**config.mk**
```make
export PLATFORM = sky130hd
export DESIGN_NAME = reset_power_watchdog_ctrl
export DESIGN_NICKNAME = d
export VERILOG_FILES = /design/src/include/rst_pwr_pkg.sv /design/src/include/wdt_link_if.sv /design/src/core/watchdog_timer.sv /design/src/core/reset_power_watchdog_ctrl.sv
export SDC_FILE = /design/constraint.sdc
export NUM_CORES = 1
export LEC_CHECK = 0
export BUFFER_PORTS_ARGS = -buffer_cell sky130_fd_sc_hd__clkbuf_2
export CAP_MARGIN = 5
export CORE_ASPECT_RATIO = 0.5
export CORE_MARGIN = 1.5
export CORE_UTILIZATION = 59
export CTS_BUF_LIST = sky130_fd_sc_hd__clkbuf_8 sky130_fd_sc_hd__clkbuf_16
export CTS_CLUSTER_SIZE = 30
export DETAILED_ROUTE_END_ITERATION = 10
export GPL_TIMING_DRIVEN = 1
export PLACE_DENSITY = 0.81
export SETUP_SLACK_MARGIN = 0.05
export SLEW_MARGIN = 20
export SYNTH_ARGS = -nofsm -noshare
export SYNTH_HDL_FRONTEND = slang
export SYNTH_SLANG_ARGS = --single-unit
```
**constraint.sdc**
```tcl
create_clock -name mclk -period 3.4 [get_ports mclk]
set_clock_uncertainty 0.05 [all_clocks]
set_input_delay 0.17 -clock mclk [delete_from_list [all_inputs] [get_ports mclk]]
set_output_delay 0.17 -clock mclk [all_outputs]
set_load 0.02 [all_outputs]
```
**src/include/rst_pwr_pkg.sv**
```systemverilog
// Constants, register map and helpers of the reset and power controller
package rst_pwr_pkg;
  // Clock and time base
  localparam int CLK_HZ = 10000000;
  localparam int WARMUP_MS = 40;
  localparam int WARMUP_CYCLES = WARMUP_MS * (CLK_HZ / 1000);
  localparam int WARM_CNT_W = 20;
  localparam int SRC_HZ = 24000;
  localparam int WDT_LONG_MS = 360;
  localparam int WDT_BASE_TICKS = WDT_LONG_MS * SRC_HZ / 1000;
  localparam int WDT_CNT_W = 16;
  localparam logic [1:0] PIN_MIN_TICKS = 2'h2;
  localparam logic [WARM_CNT_W-1:0] RST_HOLD_CYCLES = 20'h00004;

  // Special-function register addresses and the software reset key
  localparam logic [7:0] ADDR_OPTION = 8'h94;
  localparam logic [7:0] ADDR_INTFLAG = 8'h95;
  localparam logic [7:0] ADDR_SOFTWARE_COMMAND = 8'h97;
  localparam logic [7:0] ADDR_WDTCTL = 8'hF7;
  localparam logic [7:0] ADDR_AUX = 8'hF8;
  localparam logic [7:0] SW_RESET_KEY = 8'h56;

  // Flash locations of the configuration word
  localparam logic [12:0] CFG_LOW_ADDR = 13'h1FFE;
  localparam logic [12:0] CFG_HIGH_ADDR = 13'h1FFF;

  // Field positions
  localparam int OPT_DIRECT_BIT = 6;
  localparam int OPT_WPSEL_LSB = 4;
  localparam int FLAG_LVD_BIT = 7;
  localparam int AUX_WATCHDOG_CLEAR_BIT_BIT = 7;
  localparam int CFGL_WMODE_LSB = 6;
  localparam int CFGH_PIN_EN_BIT = 6;
  localparam int CFGH_LOW_VOLTAGE_RESET_SELECT_LSB = 4;
  localparam int CFGH_NOISE_BIT = 3;
  localparam int CFGH_SAVE_BIT = 2;

  // Reset values
  localparam logic [7:0] OPTION_RST = 8'h00;
  localparam logic [7:0] CFG_RST = 8'h00;

  // Low-voltage reset select codes
  localparam logic [1:0] LVR_HIGH = 2'h0;
  localparam logic [1:0] LVR_MID = 2'h1;
  localparam logic [1:0] LVR_OFF = 2'h2;
  localparam logic [1:0] LVR_LOW = 2'h3;

  typedef enum logic [4:0] {
    ST_WARMUP = 5'h01,
    ST_LOAD_LO = 5'h02,
    ST_LOAD_HI = 5'h04,
    ST_LOAD_END = 5'h08,
    ST_RUN = 5'h10
  } ctl_state_t;

  // Overflow limit in slow RC ticks: each step of the select halves the period
  function automatic logic [WDT_CNT_W-1:0] wdt_limit(input logic [WDT_CNT_W-1:0] base,
                                                    input logic [1:0] psel);
    wdt_limit = base >> psel;
  endfunction
endpackage

```
**src/include/wdt_link_if.sv**
```systemverilog
// Signals between the controller and its watchdog counter
`timescale 1ns/1ps
interface wdt_link_if;
  logic tick;
  logic clr;
  logic run;
  logic [1:0] psel;
  logic ovf;
  modport ctrl (output tick, output clr, output run, output psel, input ovf);
  modport wdt (input tick, input clr, input run, input psel, output ovf);
endinterface

```
**src/core/watchdog_timer.sv**
```systemverilog
// Watchdog counter on the slow RC time base
`timescale 1ns/1ps
module watchdog_timer
  import rst_pwr_pkg::*;
#(
  parameter logic [rst_pwr_pkg::WDT_CNT_W-1:0] BASE_TICKS = 16'h21C0
)
(
  input wire logic mclk,
  input wire logic rstn,
  input wire logic ce,
  wdt_link_if.wdt lnk
);
  typedef struct packed {
    logic [WDT_CNT_W-1:0] cnt;
    logic ovf;
  } wdt_state_t;

  wdt_state_t cur_ff;
  wdt_state_t nxt_ff;
  logic [WDT_CNT_W-1:0] limit;

  assign lnk.ovf = cur_ff.ovf;

  always_comb
  begin
    limit = wdt_limit(BASE_TICKS, lnk.psel);
    nxt_ff = cur_ff;
    nxt_ff.ovf = 1'b0;
    if (lnk.clr)
    begin
      nxt_ff.cnt = '0;
    end
    else if (lnk.tick && lnk.run)
    begin
      // A shortened period below the count still overflows at once
      if (cur_ff.cnt >= limit - 16'h0001)
      begin
        nxt_ff.cnt = '0;
        nxt_ff.ovf = 1'b1;
      end
      else
      begin
        nxt_ff.cnt = cur_ff.cnt + 16'h0001;
      end
    end
  end

  always_ff @(posedge mclk or negedge rstn)
  begin
    if (!rstn)
    begin
      cur_ff <= '0;
    end
    else if (ce)
    begin
      cur_ff <= nxt_ff;
    end
  end
endmodule

```
**src/core/reset_power_watchdog_ctrl.sv**
```systemverilog
// Reset sources, warm-up, configuration load, regulator and watchdog control
`timescale 1ns/1ps
// Contract
// - Five reset sources; SFRs return to defaults
// - Power-on: 40 ms warm-up, then load config
// - Other resets keep loaded configuration
// - Pin reset low for two slow ticks
// - Pin reset only when enable bit set
// - Writing 56h to 97h resets chip
// - Watchdog counts slow RC ticks
// - Watchdog reset enable held at F7h
// - Mode field: off, run-only, always
// - Period select gives 360/180/90/45 ms
// - Watchdog cleared by reset or clear bit
// - Clear bit self-clears next cycle
// - Low-voltage select field picks reset level
// - Detect flag only with lowest reset level or reset off
// - Detect flag set by hardware, gated off
// - Direct-supply bit turns regulator off
// - Power saving turns regulator off in stop
// - Power saving forces lowest reset level in stop or on direct supply, unless reset off
// - Low config byte bits 7:6 copied to F7h mode field
module reset_power_watchdog_ctrl
#(
  parameter int WARMUP = rst_pwr_pkg::WARMUP_CYCLES,
  parameter logic [rst_pwr_pkg::WDT_CNT_W-1:0] WDT_BASE = 16'(rst_pwr_pkg::WDT_BASE_TICKS)
)
(
  input wire logic mclk,
  input wire logic rstn,
  input wire logic ce,
  input wire logic pin_reset_n,
  input wire logic src_tick,
  input wire logic idle_mode,
  input wire logic stop_mode,
  input wire logic lv_under_high,
  input wire logic lv_under_mid,
  input wire logic lv_under_low,
  input wire logic [7:0] sfr_addr,
  input wire logic sfr_wr,
  input wire logic sfr_rd,
  input wire logic [7:0] sfr_wdata,
  output logic [7:0] sfr_rdata,
  output logic flash_rd,
  output logic [12:0] flash_addr,
  input wire logic [7:0] flash_rdata,
  output logic sys_reset_n,
  output logic regulator_enable,
  output logic [1:0] lvr_select,
  output logic lvr_active,
  output logic lvd_active,
  output logic supply_noise_filter,
  output logic cfg_valid
);
  import rst_pwr_pkg::*;

  typedef struct packed {
    ctl_state_t st;
    logic [WARM_CNT_W-1:0] cnt;
    logic [7:0] cfg_lo;
    logic [7:0] cfg_hi;
    logic [7:0] option;
    logic [1:0] wdt_mode;
    logic clr_wdt;
    logic [1:0] pin_cnt;
    logic sys_rst_n;
    logic reg_en;
    logic [1:0] lvr_sel;
    logic lvr_on;
    logic lvd_on;
    logic lvd_flag;
    logic [7:0] rdata;
    logic flash_rd;
    logic [12:0] flash_addr;
    logic cfg_valid;
  } ctl_reg_t;

  ctl_reg_t cur_ff;
  ctl_reg_t nxt_ff;
  wdt_link_if wlink();

  logic direct;
  logic save;
  logic pin_en;
  logic [1:0] low_voltage_reset_select;
  logic [1:0] eff_lvr;
  logic low_power;
  logic pin_req;
  logic sw_req;
  logic wdt_req;
  logic lv_req;
  logic any_req;
  logic wr_ok;

  watchdog_timer #(
    .BASE_TICKS(WDT_BASE)
  ) u_wdt (
    .mclk(mclk),
    .rstn(rstn),
    .ce(ce),
    .lnk(wlink)
  );

  // Decoded configuration and mode terms
  always_comb
  begin
    direct = cur_ff.option[OPT_DIRECT_BIT];
    save = cur_ff.cfg_hi[CFGH_SAVE_BIT];
    pin_en = cur_ff.cfg_hi[CFGH_PIN_EN_BIT];
    low_voltage_reset_select = cur_ff.cfg_hi[CFGH_LOW_VOLTAGE_RESET_SELECT_LSB +: 2];
    low_power = idle_mode | stop_mode;
    eff_lvr = low_voltage_reset_select;
    // Override holds in stop, and in every mode once direct supply is on
    if (save && (stop_mode || direct) && low_voltage_reset_select != LVR_OFF)
    begin
      eff_lvr = LVR_LOW;
    end
    case (eff_lvr)
      LVR_HIGH: lv_req = lv_under_high;
      LVR_MID: lv_req = lv_under_mid;
      LVR_LOW: lv_req = lv_under_low;
      default: lv_req = 1'b0;
    endcase
    // Pin reset needs the enable and a low level seen for two slow ticks
    pin_req = pin_en && cur_ff.pin_cnt == PIN_MIN_TICKS;
    wr_ok = sfr_wr && cur_ff.sys_rst_n;
    sw_req = wr_ok && sfr_addr == ADDR_SOFTWARE_COMMAND && sfr_wdata == SW_RESET_KEY;
    // Mode 10 ignores overflow in idle and stop; 11 always resets
    wdt_req = wlink.ovf && cur_ff.wdt_mode[1]
      && (cur_ff.wdt_mode[0] || !low_power);
    any_req = pin_req || sw_req || wdt_req || lv_req;
  end

  // Watchdog steering
  always_comb
  begin
    wlink.tick = src_tick;
    wlink.clr = cur_ff.clr_wdt || !cur_ff.sys_rst_n;
    // Counter stops in idle and stop unless its reset is always enabled
    wlink.run = !low_power || cur_ff.wdt_mode == 2'h3;
    wlink.psel = cur_ff.option[OPT_WPSEL_LSB +: 2];
  end

  always_comb
  begin
    nxt_ff = cur_ff;
    nxt_ff.flash_rd = 1'b0;
    nxt_ff.clr_wdt = 1'b0;

    // Pin filter on slow RC ticks, saturating at the minimum width
    if (pin_reset_n)
    begin
      nxt_ff.pin_cnt = 2'h0;
    end
    else if (src_tick && cur_ff.pin_cnt != PIN_MIN_TICKS)
    begin
      nxt_ff.pin_cnt = cur_ff.pin_cnt + 2'h1;
    end

    case (cur_ff.st)
      ST_WARMUP:
      begin
        if (cur_ff.cnt == WARM_CNT_W'(WARMUP - 1))
        begin
          nxt_ff.cnt = '0;
          nxt_ff.st = ST_LOAD_LO;
          nxt_ff.flash_rd = 1'b1;
          nxt_ff.flash_addr = CFG_LOW_ADDR;
        end
        else
        begin
          nxt_ff.cnt = cur_ff.cnt + 20'h00001;
        end
      end
      ST_LOAD_LO:
      begin
        nxt_ff.st = ST_LOAD_HI;
        nxt_ff.flash_rd = 1'b1;
        nxt_ff.flash_addr = CFG_HIGH_ADDR;
      end
      ST_LOAD_HI:
      begin
        nxt_ff.cfg_lo = flash_rdata;
        nxt_ff.st = ST_LOAD_END;
      end
      ST_LOAD_END:
      begin
        nxt_ff.cfg_hi = flash_rdata;
        nxt_ff.cfg_valid = 1'b1;
        nxt_ff.st = ST_RUN;
        nxt_ff.cnt = RST_HOLD_CYCLES;
      end
      ST_RUN:
      begin
        // Config bytes are never touched here, so they survive
        if (any_req)
        begin
          nxt_ff.sys_rst_n = 1'b0;
          nxt_ff.cnt = RST_HOLD_CYCLES;
        end
        else if (!cur_ff.sys_rst_n)
        begin
          if (cur_ff.cnt == '0)
          begin
            nxt_ff.sys_rst_n = 1'b1;
          end
          else
          begin
            nxt_ff.cnt = cur_ff.cnt - 20'h00001;
          end
        end
      end
      default:
      begin
        nxt_ff.st = ST_WARMUP;
        nxt_ff.cnt = '0;
      end
    endcase

    // Registers held at defaults while the system reset stands
    if (!nxt_ff.sys_rst_n)
    begin
      nxt_ff.option = OPTION_RST;
      nxt_ff.wdt_mode = nxt_ff.cfg_lo[CFGL_WMODE_LSB +: 2];
      nxt_ff.clr_wdt = 1'b0;
    end
    else if (wr_ok)
    begin
      case (sfr_addr)
        ADDR_OPTION: nxt_ff.option = sfr_wdata;
        ADDR_WDTCTL: nxt_ff.wdt_mode = sfr_wdata[CFGL_WMODE_LSB +: 2];
        ADDR_AUX: nxt_ff.clr_wdt = sfr_wdata[AUX_WATCHDOG_CLEAR_BIT_BIT];
        default: nxt_ff.clr_wdt = 1'b0;
      endcase
    end

    // Power outputs follow the live configuration
    nxt_ff.reg_en = !direct && !(stop_mode && save);
    if (!cur_ff.cfg_valid)
    begin
      nxt_ff.reg_en = 1'b1;
    end
    nxt_ff.lvr_sel = eff_lvr;
    nxt_ff.lvr_on = eff_lvr != LVR_OFF;
    // Detect only runs with the lowest reset level or with reset off, which leave it room
    nxt_ff.lvd_on = low_voltage_reset_select[1] && !stop_mode && !(direct && save);
    nxt_ff.lvd_flag = nxt_ff.lvd_on && lv_under_mid;
    if (!cur_ff.cfg_valid)
    begin
      nxt_ff.lvd_flag = 1'b0;
    end

    // Read data is registered and valid the cycle after the strobe
    if (sfr_rd)
    begin
      case (sfr_addr)
        ADDR_OPTION: nxt_ff.rdata = cur_ff.option;
        ADDR_INTFLAG: nxt_ff.rdata = {cur_ff.lvd_flag, 7'h00};
        ADDR_WDTCTL: nxt_ff.rdata = {cur_ff.wdt_mode, 6'h00};
        ADDR_AUX: nxt_ff.rdata = {cur_ff.clr_wdt, 7'h00};
        default: nxt_ff.rdata = 8'h00;
      endcase
    end
  end

  // Stop-mode regulator cut only applies with the regulator otherwise on
  // (direct supply already has it off), which the term above covers

  always_ff @(posedge mclk or negedge rstn)
  begin
    if (!rstn)
    begin
      cur_ff.st <= ST_WARMUP;
      cur_ff.cnt <= '0;
      cur_ff.cfg_lo <= CFG_RST;
      cur_ff.cfg_hi <= CFG_RST;
      cur_ff.option <= OPTION_RST;
      cur_ff.wdt_mode <= 2'h0;
      cur_ff.clr_wdt <= 1'b0;
      cur_ff.pin_cnt <= 2'h0;
      cur_ff.sys_rst_n <= 1'b0;
      cur_ff.reg_en <= 1'b1;
      cur_ff.lvr_sel <= LVR_HIGH;
      cur_ff.lvr_on <= 1'b1;
      cur_ff.lvd_on <= 1'b0;
      cur_ff.lvd_flag <= 1'b0;
      cur_ff.rdata <= 8'h00;
      cur_ff.flash_rd <= 1'b0;
      cur_ff.flash_addr <= 13'h0000;
      cur_ff.cfg_valid <= 1'b0;
    end
    else if (ce)
    begin
      cur_ff <= nxt_ff;
    end
  end

  assign sfr_rdata = cur_ff.rdata;
  assign flash_rd = cur_ff.flash_rd;
  assign flash_addr = cur_ff.flash_addr;
  assign sys_reset_n = cur_ff.sys_rst_n;
  assign regulator_enable = cur_ff.reg_en;
  assign lvr_select = cur_ff.lvr_sel;
  assign lvr_active = cur_ff.lvr_on;
  assign lvd_active = cur_ff.lvd_on;
  assign supply_noise_filter = cur_ff.cfg_hi[CFGH_NOISE_BIT];
  assign cfg_valid = cur_ff.cfg_valid;
endmodule

```
==> run_results.csv, run 1 <==
group,metric,value,unit
run_status,status,"finished, violations left",
run_status,violations,"design-rule violations",
worst_hold_path,whs_endpoint,"cur_ff[47]$_DFFE_PN0P_",
drt,avgViaCountPerCell,6.26,
worst_setup_path,r2r_end,"cur_ff[77]$_DFFE_PN0P_",
worst_setup_path,crit_fanout,19,
floorplan,core,8860,sq um
power_and_ir_drop,p_comb_share,41.5,%
worst_setup_path,setup.worst_path.end_class,"flip-flop",
cts,cts_resized,0,
grt,grt_usage,26.9,%
drt,drtAntennaViolNets,0,
layout,layout.nets,716,
power_and_ir_drop,clockPowerShare,23.8,%
layout,final_area,6050,sq um
placed_design,placed_cell_area,5730,sq um
power_and_ir_drop,power.total,4.18,mW
timing,relSlewSlack,36.1,%
drt,wl_per_cell,16.6,um
worst_hold_path,min_path_cells,2,
drt,via_count,4861,
cts,cts_tree,"done",
synth,synth_async_sr_flop_share,100,%
power_and_ir_drop,p_sw_share,41.9,%
timing,slew_viol_final,0,
grt,grt_overflow_total,0,
worst_setup_path,critPathLaunchType,"flip-flop",
floorplan,rows,24,
grt,antenna_found_initial,0,
grt,grt_pass1_wl,21.4,mm
placed_design,gp_congestion,0.891,
job,maxCapViolations,0,
cts,clk_pin_slew,60,ps
floorplan,die_height,71.1,um
synth,syn_area,5470,sq um
worst_setup_path,rr_worst_depth,5,
power_and_ir_drop,switchingPower,1.75,mW
worst_setup_path,rrSetupSlack,590,ps
grt,grt_pass1_vias,4563,
timing,fin_crit_sh,82.7,%
synth,synth_edf_count,0,
floorplan,start_util,61.8,%
synth,ys_seq_area_share,37.1,%
placed_design,place_hpwl,9.11,mm
synth,synthTopCellsByCount,"dfrtp_1 (78), nand2_1 (61), a31oi_1 (31)",
grt,grt_max_degree,76,
synth,ys.flop_type,"dfrtp_1",
power_and_ir_drop,pwr-share-seq,34.7,%
layout,antennaDiodeCount,0,
drt,firstDrtPassIters,7,
synth,yosysMostFrequentCell,"dfrtp_1",
floorplan,die_x,139,um
cts,clock_path_buffers,2,
worst_setup_path,r2r-start,"cur_ff[73]$_DFFE_PN0P_",
worst_setup_path,required,3590,ps
power_and_ir_drop,p_int,2.43,mW
timing,setup_violations,0,
floorplan,die_area,9900,sq um
worst_hold_path,min-delay-path-class,"in -> reg",
drt,wirelength,12.9,mm
synth,ys.warnings.count,0,
drt,drt_iter0_drc,360,
floorplan,pin_count,66,
timing,rsz0062_at_grt,"no",
power_and_ir_drop,vdd_drop_max,0.348,mV
synth,synth.avg_cell_area,8.80,sq um
synth,synth_area_leader_cell,"dfrtp_1",
drt,drc,4,
cts,worst_skew_pair.late_latency,350,ps
layout,layout-drive-gt1-share,18.3,%
timing,hold_viol_final,0,
synth,postSynthCellCount,622,
cts,h-tree-depth,3,
timing,worstMarginPinSlew,959,ps
timing,layout_min_cycle_time,2810,ps
layout,syn2layout_area_growth,10.5,%
power_and_ir_drop,power_density,692,nW/um^2
worst_setup_path,cp.arrival,3000,ps
cts,cts_sinks,81,
worst_hold_path,worstHoldStart,"flash_rdata[4]",
synth,synth.area.top_cells,"dfrtp_1 (36%), ha_1 (5.7%), nand2_1 (4.2%), a31oi_1 (3.5%), buf_4 (3.2%)",
timing,fin_tns_setup,0,ps
synth,synth-seq-cells,81,
synth,ys_types,69,
cts,cts-buffers-inserted,9,
placed_design,io_buffers,63,
cts,cts_root_buf,"clkbuf_16",
worst_setup_path,worstSetupPathType,"reg -> reg",
synth,yosysTopAreaCellShare,35.7,%
timing,max_freq,0.355,GHz
power_and_ir_drop,p_leak,2.58,nW
==> worst max path at each step <==
stage,to,from
after global routing,cur_ff[74]$_DFFE_PN0P_,cur_ff[67]$_DFFE_PN0P_
after global placement,cur_ff[70]$_DFFE_PN0P_,cur_ff[82]$_DFFE_PN0P_
after detailed placement,cur_ff[77]$_DFFE_PN0P_,cur_ff[73]$_DFFE_PN0P_
final,cur_ff[77]$_DFFE_PN0P_,cur_ff[73]$_DFFE_PN0P_
after CTS,cur_ff[77]$_DFFE_PN0P_,cur_ff[73]$_DFFE_PN0P_
after floorplan,cur_ff[33]$_DFFE_PN0P_,cur_ff[81]$_DFFE_PN0P_
==> routing by layer <==
metal / share of wire [%] / vias to the layer above / GRT usage (%)
li1: - / 2349 / -
met1: 45 / 2375 / 33.6
met2: 49 / 115 / 47.4
met3: 4.6 / 22 / 5.35
met4: 1.5 / 0 / 8.75
met5: 0 / - / 0
==> sequential cells by signal (all words and copies together) (netlist names) <==
name,flops
cur_ff,45
lvd_active,1
u_wdt.cur_ff,16
cfg_valid,1
lvr_select,2
sfr_rdata,8
lvr_active,1
sys_reset_n,1
regulator_enable,1
u_wdt.lnk.ovf,1
supply_noise_filter,1
flash_rd,1
flash_addr,2
==> cell type report <==
| class | count | area, sq um |
|---|---|---|
| Timing Repair Buffer | 80 | 448 |
| Clock inverter | 7 | 77.6 |
| Tap cell | 117 | 146 |
| Inverter | 30 | 113 |
| Clock buffer | 9 | 225 |
| Sequential cell | 81 | 2030 |
| Fill cell | 713 | 2810 |
| Multi-Input combinational cell | 453 | 3010 |
==> power by group through the flow <==
| stage | sequential [mW] | combinational, mW | clock (mW) |
|---|---|---|---|
| after floorplan | 1.35 | 1.35 | 0 |
| after global placement | 1.45 | 1.65 | 0 |
| after detailed placement | 1.46 | 1.70 | 0 |
| after CTS | 1.45 | 1.72 | 1.01 |
| after global routing | 1.49 | 1.92 | 1.04 |
| final | 1.45 | 1.74 | 0.997 |
==> through the flow <==
stage	worst slack [ps]	cells	utilization (%)	hold slack (ps)
final	587	777	68.3	3.90
after global routing	425	777	68.3	10.6
after CTS	630	777	68.3	0.320
after detailed placement	633	760	64.7	338
after global placement	671	760	64.7	332
after floorplan	805	624	-	-176
==> repair_timing <==
| action | 4_1_cts | 5_1_grt |
|---|---|---|
| hold buffers | 1 | 0 |
| setup buffers | 0 | 0 |
| endpoints found under the hold margin | 71 | 0 |
==> cell families (layout without fill, tap and decap cells) <==
group	Yosys count	after routing	synth area share (%)
compound gates	177	177	22.7
xor+xnor	9	9	1.44
fa+ha+maj	25	25	5.71
buf+inv	90	126	8.23
flops	81	81	37.1
mux	15	15	3.13
other cells	1	3	0.0685
simple gates	224	224	21.6
==> cells in the final DEF, fill, tap and decap left out, types with 4 or more instances in the layout <==
master and count:
nand4_1 8, nand2_1 61, o32a_1 4, nand3_1 22
nor3_1 25, clkbuf_16 9, o21a_1 8, nor2b_1 4
a31oi_1 31, and3_1 4, o31ai_1 11, clkbuf_2 62
mux2_2 9, nand2b_1 8, a21oi_1 20, clkinvlp_4 4
o21bai_1 4, o21ai_0 29, o2bb2ai_1 4, o22ai_2 4
and2_1 4, inv_1 29, or3_1 9, a32o_1 4
o21ai_1 13, mux2i_1 4, buf_4 17, nor4_1 11
nor2_1 30, a211oi_1 8, a221oi_1 8, dfrtp_1 78
ha_1 25, xnor2_1 6, nand3b_1 13
==> critical path, stage by stage, from the launching register on <==
cell     delay, ps
dfrtp_1        450
or3_1          460
or4_1          630
o21a_1         490
a221o_1        450
a21o_1         180
Note: power is estimated with default switching activity, not from simulation.
==> run 2: changes to the inputs <==
--- a/config.mk
+++ b/config.mk
@@ -5,16 +5,17 @@
 export SDC_FILE = /design/constraint.sdc
 export NUM_CORES = 1
 export LEC_CHECK = 0
+export ABC_AREA = 1
 export BUFFER_PORTS_ARGS = -buffer_cell sky130_fd_sc_hd__clkbuf_2
 export CAP_MARGIN = 5
 export CORE_ASPECT_RATIO = 0.5
 export CORE_MARGIN = 1.5
-export CORE_UTILIZATION = 59
+export CORE_UTILIZATION = 54
 export CTS_BUF_LIST = sky130_fd_sc_hd__clkbuf_8 sky130_fd_sc_hd__clkbuf_16
 export CTS_CLUSTER_SIZE = 30
 export DETAILED_ROUTE_END_ITERATION = 10
 export GPL_TIMING_DRIVEN = 1
-export PLACE_DENSITY = 0.81
+export PLACE_DENSITY = 0.78
 export SETUP_SLACK_MARGIN = 0.05
 export SLEW_MARGIN = 20
 export SYNTH_ARGS = -nofsm -noshare
==> constraint.sdc (replaced) <==
create_clock -name mclk -period 2.48 [get_ports mclk]
set_clock_uncertainty 0.05 [all_clocks]
set_input_delay 0.124 -clock mclk [delete_from_list [all_inputs] [get_ports mclk]]
set_output_delay 0.124 -clock mclk [all_outputs]
set_load 0.02 [all_outputs]
==> run 2 against run 1 <==
Net effect:
- the run now ends clean
- via count is 12% higher
- first-iteration DRC count is 23% higher
- die area is 14% higher
- total power is 30% higher
- count of clock-buffer cells in the layout stayed put
- area after synthesis is 4.5% higher
- sequential cell count stayed put
- highest routed layer unchanged
==> run_results.csv, run 2 <==
group,metric,value,unit
synth,synth.avg_cell_area,7.24,sq um
cts,cts_sinks,81,
timing,worst_hold_slack,45.9,ps
drt,drc,0,
cts,worst_skew_pair.late_latency,340,ps
drt,drtAntennaViolNets,0,
placed_design,io_buffers,63,
floorplan,die_height,75.8,um
timing,rsz0062_at_grt,"no",
worst_setup_path,setup.worst_path.end_class,"flip-flop",
layout,final_common_cell,"nand2_1",
placed_design,place_ws,202,ps
synth,synth-seq-cells,81,
worst_setup_path,worstSetupPathType,"reg -> reg",
placed_design,placed_cell_area,5980,sq um
layout,fin_util,62.5,%
drt,firstDrtPassIters,5,
power_and_ir_drop,p_leak,3.20,nW
worst_setup_path,critPathLaunchType,"flip-flop",
worst_hold_path,min-delay-path-class,"in -> reg",
synth,postSynthCellCount,790,
grt,antenna_found_initial,0,
synth,ys.flop_type,"dfrtp_1",
layout,syn2layout_area_growth,11.9,%
drt,wirelength,14.2,mm
floorplan,pin_count,66,
floorplan,core,10200,sq um
power_and_ir_drop,power_density,851,nW/um^2
timing,worst_slack,293,ps
synth,ys_types,43,
timing,layout_min_cycle_time,2190,ps
worst_setup_path,required,2640,ps
layout,antennaDiodeCount,0,
cts,clock_path_buffers,2,
synth,synth.area.top_cells,"dfrtp_1 (34%), nand2_1 (13%), inv_1 (5.9%), ha_1 (5.5%), nand3_1 (5.2%)",
placed_design,dp_cells,961,
worst_setup_path,rrSetupSlack,290,ps
layout,seqCellArea,2030,sq um
synth,synth_async_sr_flop_share,100,%
timing,fin_crit_sh,88.2,%
worst_setup_path,cp.arrival,2350,ps
run_status,status,"complete, no violations",
cts,cts_tree,"done",
layout,largest_reg_flops,45,
synth,ys_seq_area_share,35.5,%
timing,hold_viol_final,0,
layout,fillers,895,
layout,layout.cells.non_filler,985,
timing,relSlewSlack,57.7,%
floorplan,rows,26,
synth,yosysTopAreaCellShare,34.1,%
synth,synthTopCellsByCount,"nand2_1 (197), inv_1 (90), dfrtp_1 (78)",
layout,regMostFlops,"cur_ff",
synth,ys.warnings.count,0,
cts,cts-buffers-inserted,9,
drt,drt_iter0_drc,441,
layout,final_area,6400,sq um
worst_setup_path,crit_fanout,6,
placed_design,place_hpwl,9.97,mm
layout,multi_input_area,3050,sq um
power_and_ir_drop,power.total,5.44,mW
timing,worstMarginPinSlew,629,ps
floorplan,die_x,149,um
drt,avgViaCountPerCell,5.54,
floorplan,die_area,11300,sq um
cts,clk_pin_slew,60,ps
synth,synth_area_leader_cell,"dfrtp_1",
timing,fin_tns_setup,0,ps
placed_design,gp_congestion,0.985,
synth,yosysMostFrequentCell,"nand2_1",
grt,grt_max_degree,46,
drt,via_count,5455,
grt,grt_pass1_wl,23.1,mm
cts,cts_root_buf,"clkbuf_16",
timing,setup_violations,0,
grt,grt_usage,26.0,%
cts,h-tree-depth,3,
timing,slew_viol_final,0,
power_and_ir_drop,vdd_drop_max,0.511,mV
timing,max_freq,0.457,GHz
drt,wl_per_cell,14.5,um
synth,synth_edf_count,0,
grt,grt_overflow_total,0,
grt,grt_pass1_vias,4833,
layout,layout-drive-gt1-share,15.7,%
job,maxCapViolations,0,
synth,syn_area,5720,sq um
layout,layout.nets,901,
floorplan,start_util,55.8,%
layout,final_cell_mix,"nand2_1 (197), inv_1 (90), dfrtp_1 (78)",
[run 2: power breakdown]
group	total [mW]	switching, mW	internal (mW)
Sequential	1.80	0.217	1.58
Combinational	2.18	1.45	0.728
Clock	1.47	0.579	0.891
[run 2: layout make-up]
cell class	instances	area share, %
multi-input cells	576	47.7
flip-flops and latches	81	31.7
repair buffers	79	7.31
inverters	93	5.45
clock buffers	9	3.52
well taps	140	2.74
clock inverters	7	1.54
[run 2: cells by family after synthesis]
| family | after synthesis | share of synthesized area [%] |
|---|---|---|
| and+or+nand+nor | 398 | 31.3 |
| buffers and inverters | 136 | 11.7 |
| AOI/OAI and AO/OA | 119 | 11.3 |
| DFF | 81 | 35.5 |
| xor gates and xnor gates | 27 | 4.13 |
| adders and majority gates | 25 | 5.47 |
| muxes | 3 | 0.591 |
| other | 1 | 0.0656 |
[run 2: routing by layer]
metal / vias up / routed length [um] / GRT usage (%)
met4: 0 / 210 / 8.47
li1: 2667 / - / -
met1: 2542 / 6430 / 34.8
met5: - / 0 / 0
met2: 222 / 6560 / 43.5
met3: 24 / 1040 / 5.15
[run 2: worst paths after layout]
check                      cells after the start                endpoint                   start
min                                            4  cur_ff[31]$_DFFE_PN0P_             pin_reset_n
min reg2reg                                    2  cur_ff[83]$_DFFE_PN0P_  cur_ff[83]$_DFFE_PN0P_
max in group asynchronous                      3  cur_ff[39]$_DFFE_PN0P_                    rstn
min in group asynchronous                      2  cur_ff[68]$_DFFE_PN0P_                    rstn
max                                           12  cur_ff[73]$_DFFE_PN0P_  cur_ff[59]$_DFFE_PN0P_
max reg2reg                                   12  cur_ff[73]$_DFFE_PN0P_  cur_ff[59]$_DFFE_PN0P_
[run 2: repair_timing]
action	CTS	global route
endpoints found under the setup margin	0	31
gates resized for setup	0	5
hold buffers	7	0
hold endpoints to repair	47	0
setup buffers	0	0
[run 2: worst max-delay path, cell delays in order, from the launching register on]
cell	delay [ps]
dfrtp_1	440
ha_1	210
nand3_1	200
inv_1	130
nand2_1	90
nor2_1	220
nand4_1	210
nor2_1	200
nand2_1	80
nand3_1	70
nand2_1	50
nand2_1	50
o21ai_0	70
==> run 3: changes to the inputs <==
--- a/config.mk
+++ b/config.mk
@@ -15,9 +15,10 @@
 export CTS_CLUSTER_SIZE = 30
 export DETAILED_ROUTE_END_ITERATION = 10
 export GPL_TIMING_DRIVEN = 1
-export PLACE_DENSITY = 0.78
+export PLACE_DENSITY_LB_ADDON = 0.1
 export SETUP_SLACK_MARGIN = 0.05
 export SLEW_MARGIN = 20
 export SYNTH_ARGS = -nofsm -noshare
 export SYNTH_HDL_FRONTEND = slang
+export SYNTH_HIERARCHICAL = 1
 export SYNTH_SLANG_ARGS = --single-unit
==> constraint.sdc (replaced) <==
create_clock -name mclk -period 2.48 [get_ports mclk]
set_clock_uncertainty 0.05 [all_clocks]
set_input_delay 0.496 -clock mclk [delete_from_list [all_inputs] [get_ports mclk]]
set_output_delay 0.496 -clock mclk [all_outputs]
set_load 0.02 [all_outputs]
==> run 3 against run 2 <==
Net effect:
- count of clock-buffer cells in the layout increased by 1
- largest power group unchanged
- register-to-register slack got worse by 80 ps
- critical endpoint is now cur_ff[42]$_DFFE_PN0P_
- largest cell class unchanged
- sequential share of layout area shrank 0.77 points
==> run_results.csv, run 3 <==
group,metric,value,unit
placed_design,place_hpwl,11.0,mm
timing,slew_viol_final,0,
worst_setup_path,crit_fanout,9,
floorplan,core,10400,sq um
grt,grt_pass1_vias,5254,
cts,clock_path_buffers,2,
layout,final_cell_mix,"nand2_1 (267), nor2_1 (82), inv_1 (77), dfrtp_1 (77), nand3_1 (64)",
floorplan,die_x,151,um
floorplan,start_util,56.8,%
synth,synth.avg_cell_area,6.90,sq um
worst_setup_path,cp.arrival,2510,ps
timing,relSlewSlack,62.1,%
worst_setup_path,path_cells,"inv_1 -> ha_1 -> nand2_1 -> nor2_1 -> nand3_1 -> nand2_1 -> nand4_1 -> buf_4 -> nand2_1 -> nand2_1 -> inv_1 -> nand2_1 -> nand2_1",
timing,worst_slack,212,ps
layout,largest_reg_flops,45,
power_and_ir_drop,power_density,865,nW/um^2
worst_setup_path,crit_family,"simple AND/OR/NAND/NOR gates",
drt,wl_per_cell,14.0,um
synth,synthTopCellsByCount,"nand2_1 (268), nor2_1 (83), dfrtp_1 (78)",
synth,yosysTopAreaCellShare,32.9,%
power_and_ir_drop,power.total,5.68,mW
synth,syn_area,5930,sq um
worst_setup_path,required,2720,ps
worst_setup_path,critPathMostFrequentCell,"nand2_1",
power_and_ir_drop,p_leak,3.41,nW
synth,ys_types,46,
cts,h-tree-depth,3,
layout,syn2layout_area_growth,10.7,%
synth,synth_area_leader_cell,"dfrtp_1",
run_status,status,"complete, no violations",
grt,grt_usage,27.1,%
drt,drt_iter0_drc,314,
synth,yosysMostFrequentCell,"nand2_1",
cts,clk_pin_slew,70,ps
worst_setup_path,setup.worst_path.end_class,"flip-flop",
worst_hold_path,min-delay-path-class,"in -> async",
drt,via_count,5559,
worst_setup_path,worst-path-buf-inv,3,
drt,drtAntennaViolNets,0,
drt,avgViaCountPerCell,5.29,
timing,fin_crit_sh,91.5,%
timing,setup_violations,0,
timing,worstMarginPinSlew,568,ps
worst_setup_path,crit_slowest_cell,"dfrtp_1",
grt,grt_max_degree,52,
timing,rsz0062_at_grt,"no",
cts,cts_tree,"done",
job,maxCapViolations,0,
timing,hold_viol_final,0,
placed_design,io_buffers,63,
drt,drc,0,
grt,grt_pass1_wl,24.8,mm
floorplan,rows,26,
cts,cts_sinks,81,
floorplan,die_area,11700,sq um
synth,synth_async_sr_flop_share,100,%
timing,fin_tns_setup,0,ps
synth,postSynthCellCount,859,
placed_design,gp_congestion,0.993,
layout,regMostFlops,"cur_ff",
layout,fin_util,62.9,%
worst_setup_path,critPathLaunchType,"flip-flop",
synth,ys_seq_area_share,34.2,%
floorplan,die_height,77.1,um
cts,worst_skew_pair.late_latency,350,ps
drt,wirelength,14.7,mm
worst_setup_path,worstSetupPathType,"reg -> reg",
cts,cts_root_buf,"clkbuf_16",
synth,synth-seq-cells,81,
cts,post_cts.repair.setup_buffers,0,
synth,synth.area.top_cells,"dfrtp_1 (33%), nand2_1 (17%), nand3_1 (5.5%), ha_1 (5.3%), nor2_1 (5.3%)",
worst_setup_path,max_stage_delay,490,ps
placed_design,place_ws,-72.8,ps
layout,fillers,1000,
grt,grt_overflow_total,0,
synth,ys.flop_type,"dfrtp_1",
synth,ys.warnings.count,6,
synth,synth_edf_count,0,
layout,layout-drive-gt1-share,16.8,%
floorplan,pin_count,66,
drt,firstDrtPassIters,5,
power_and_ir_drop,vdd_drop_max,0.392,mV
layout,final_common_cell,"nand2_1",
layout,antennaDiodeCount,0,
grt,antenna_found_initial,0,
timing,max_freq,0.441,GHz
cts,cts-buffers-inserted,9,
layout,layout.nets,967,
timing,layout_min_cycle_time,2270,ps
## run 3: cell count changes after synthesis, sizes merged, moves of 9 or more
cell   change
nand2     +65
nor2      +20
o21ai     -16
o22ai     -15
buf       +13
a21oi     +11
inv        -9
## run 3: cells by family after synthesis
logic type | count (synthesis) | share of synthesized area, %
other cells | 1 | 0.0632
xor+xnor | 21 | 3.10
fa+ha+maj | 25 | 5.28
flops | 81 | 34.2
simple gates | 492 | 36.1
mux | 4 | 0.760
compound gates | 99 | 9.14
buf+inv | 136 | 11.3
## run 3: where the power goes
part           total, mW  switching (mW)  internal [mW]
Combinational       2.52            1.65          0.868
Sequential          1.85           0.255           1.60
Clock               1.30           0.588          0.716
## run 3: per-stage QoR
step                      instances  instance area (sq um)  hold slack (ps)
after floorplan                 861                   5940              150
after global placement         1035                   6260              399
after detailed placement       1035                   6260              397
after CTS                      1051                   6550             51.8
after global routing           1051                   6560             71.7
final                          1051                   6560             36.9
## run 3: path summary, 6_finish.rpt
kind | startpoint | slack [ps] | end | depth (start not counted)
max | cur_ff[59]$_DFFE_PN0P_ | 210 | cur_ff[42]$_DFFE_PN0P_ | 13
min | rstn | 40 | cur_ff[72]$_DFFE_PN0P_ | 1
max reg2reg | cur_ff[59]$_DFFE_PN0P_ | 210 | cur_ff[42]$_DFFE_PN0P_ | 13
min reg2reg | cur_ff[48]$_DFFE_PN0P_ | 410 | lvr_active$_DFFE_PN1P_ | 1
max in group asynchronous | rstn | 1670 | regulator_enable$_DFFE_PN1P_ | 2
min in group mclk | flash_rdata[2] | 310 | cur_ff[45]$_DFFE_PN0P_ | 2
## run 3: worst register-to-register path: stages, from the launching register on
cell and delay (ps):
dfrtp_1 490, inv_1 210, ha_1 190, nand2_1 60, nor2_1 100, nand3_1 130, nand2_1 110, nand4_1 250
buf_4 260, nand2_1 70, nand2_1 100, inv_1 70, nand2_1 50, nand2_1 60
## run 3: metal layers
| layer | vias to the layer above | routed length [um] | track usage [%] |
|---|---|---|---|
| met5 | - | 0 | 0 |
| met4 | 0 | 148 | 6.31 |
| met3 | 16 | 769 | 6.31 |
| met2 | 115 | 7280 | 47.2 |
| met1 | 2603 | 6490 | 33.7 |
| li1 | 2825 | - | - |
## run 3: final cells by class
| type | instances | area [sq um] | area share (%) |
|---|---|---|---|
| Inverter | 85 | 319 | 4.86 |
| Tap cell | 140 | 175 | 2.67 |
| Timing Repair Buffer | 85 | 495 | 7.55 |
| Clock inverter | 6 | 50.0 | 0.762 |
| Clock buffer | 10 | 239 | 3.64 |
| Sequential cell | 81 | 2030 | 31.0 |
| Multi-Input combinational cell | 644 | 3250 | 49.6 |
## run 3: timing repair
action                     4_1_cts  5_1_grt
gates resized for setup          0        5
hold buffers                     0        0
setup endpoints to repair        0       26
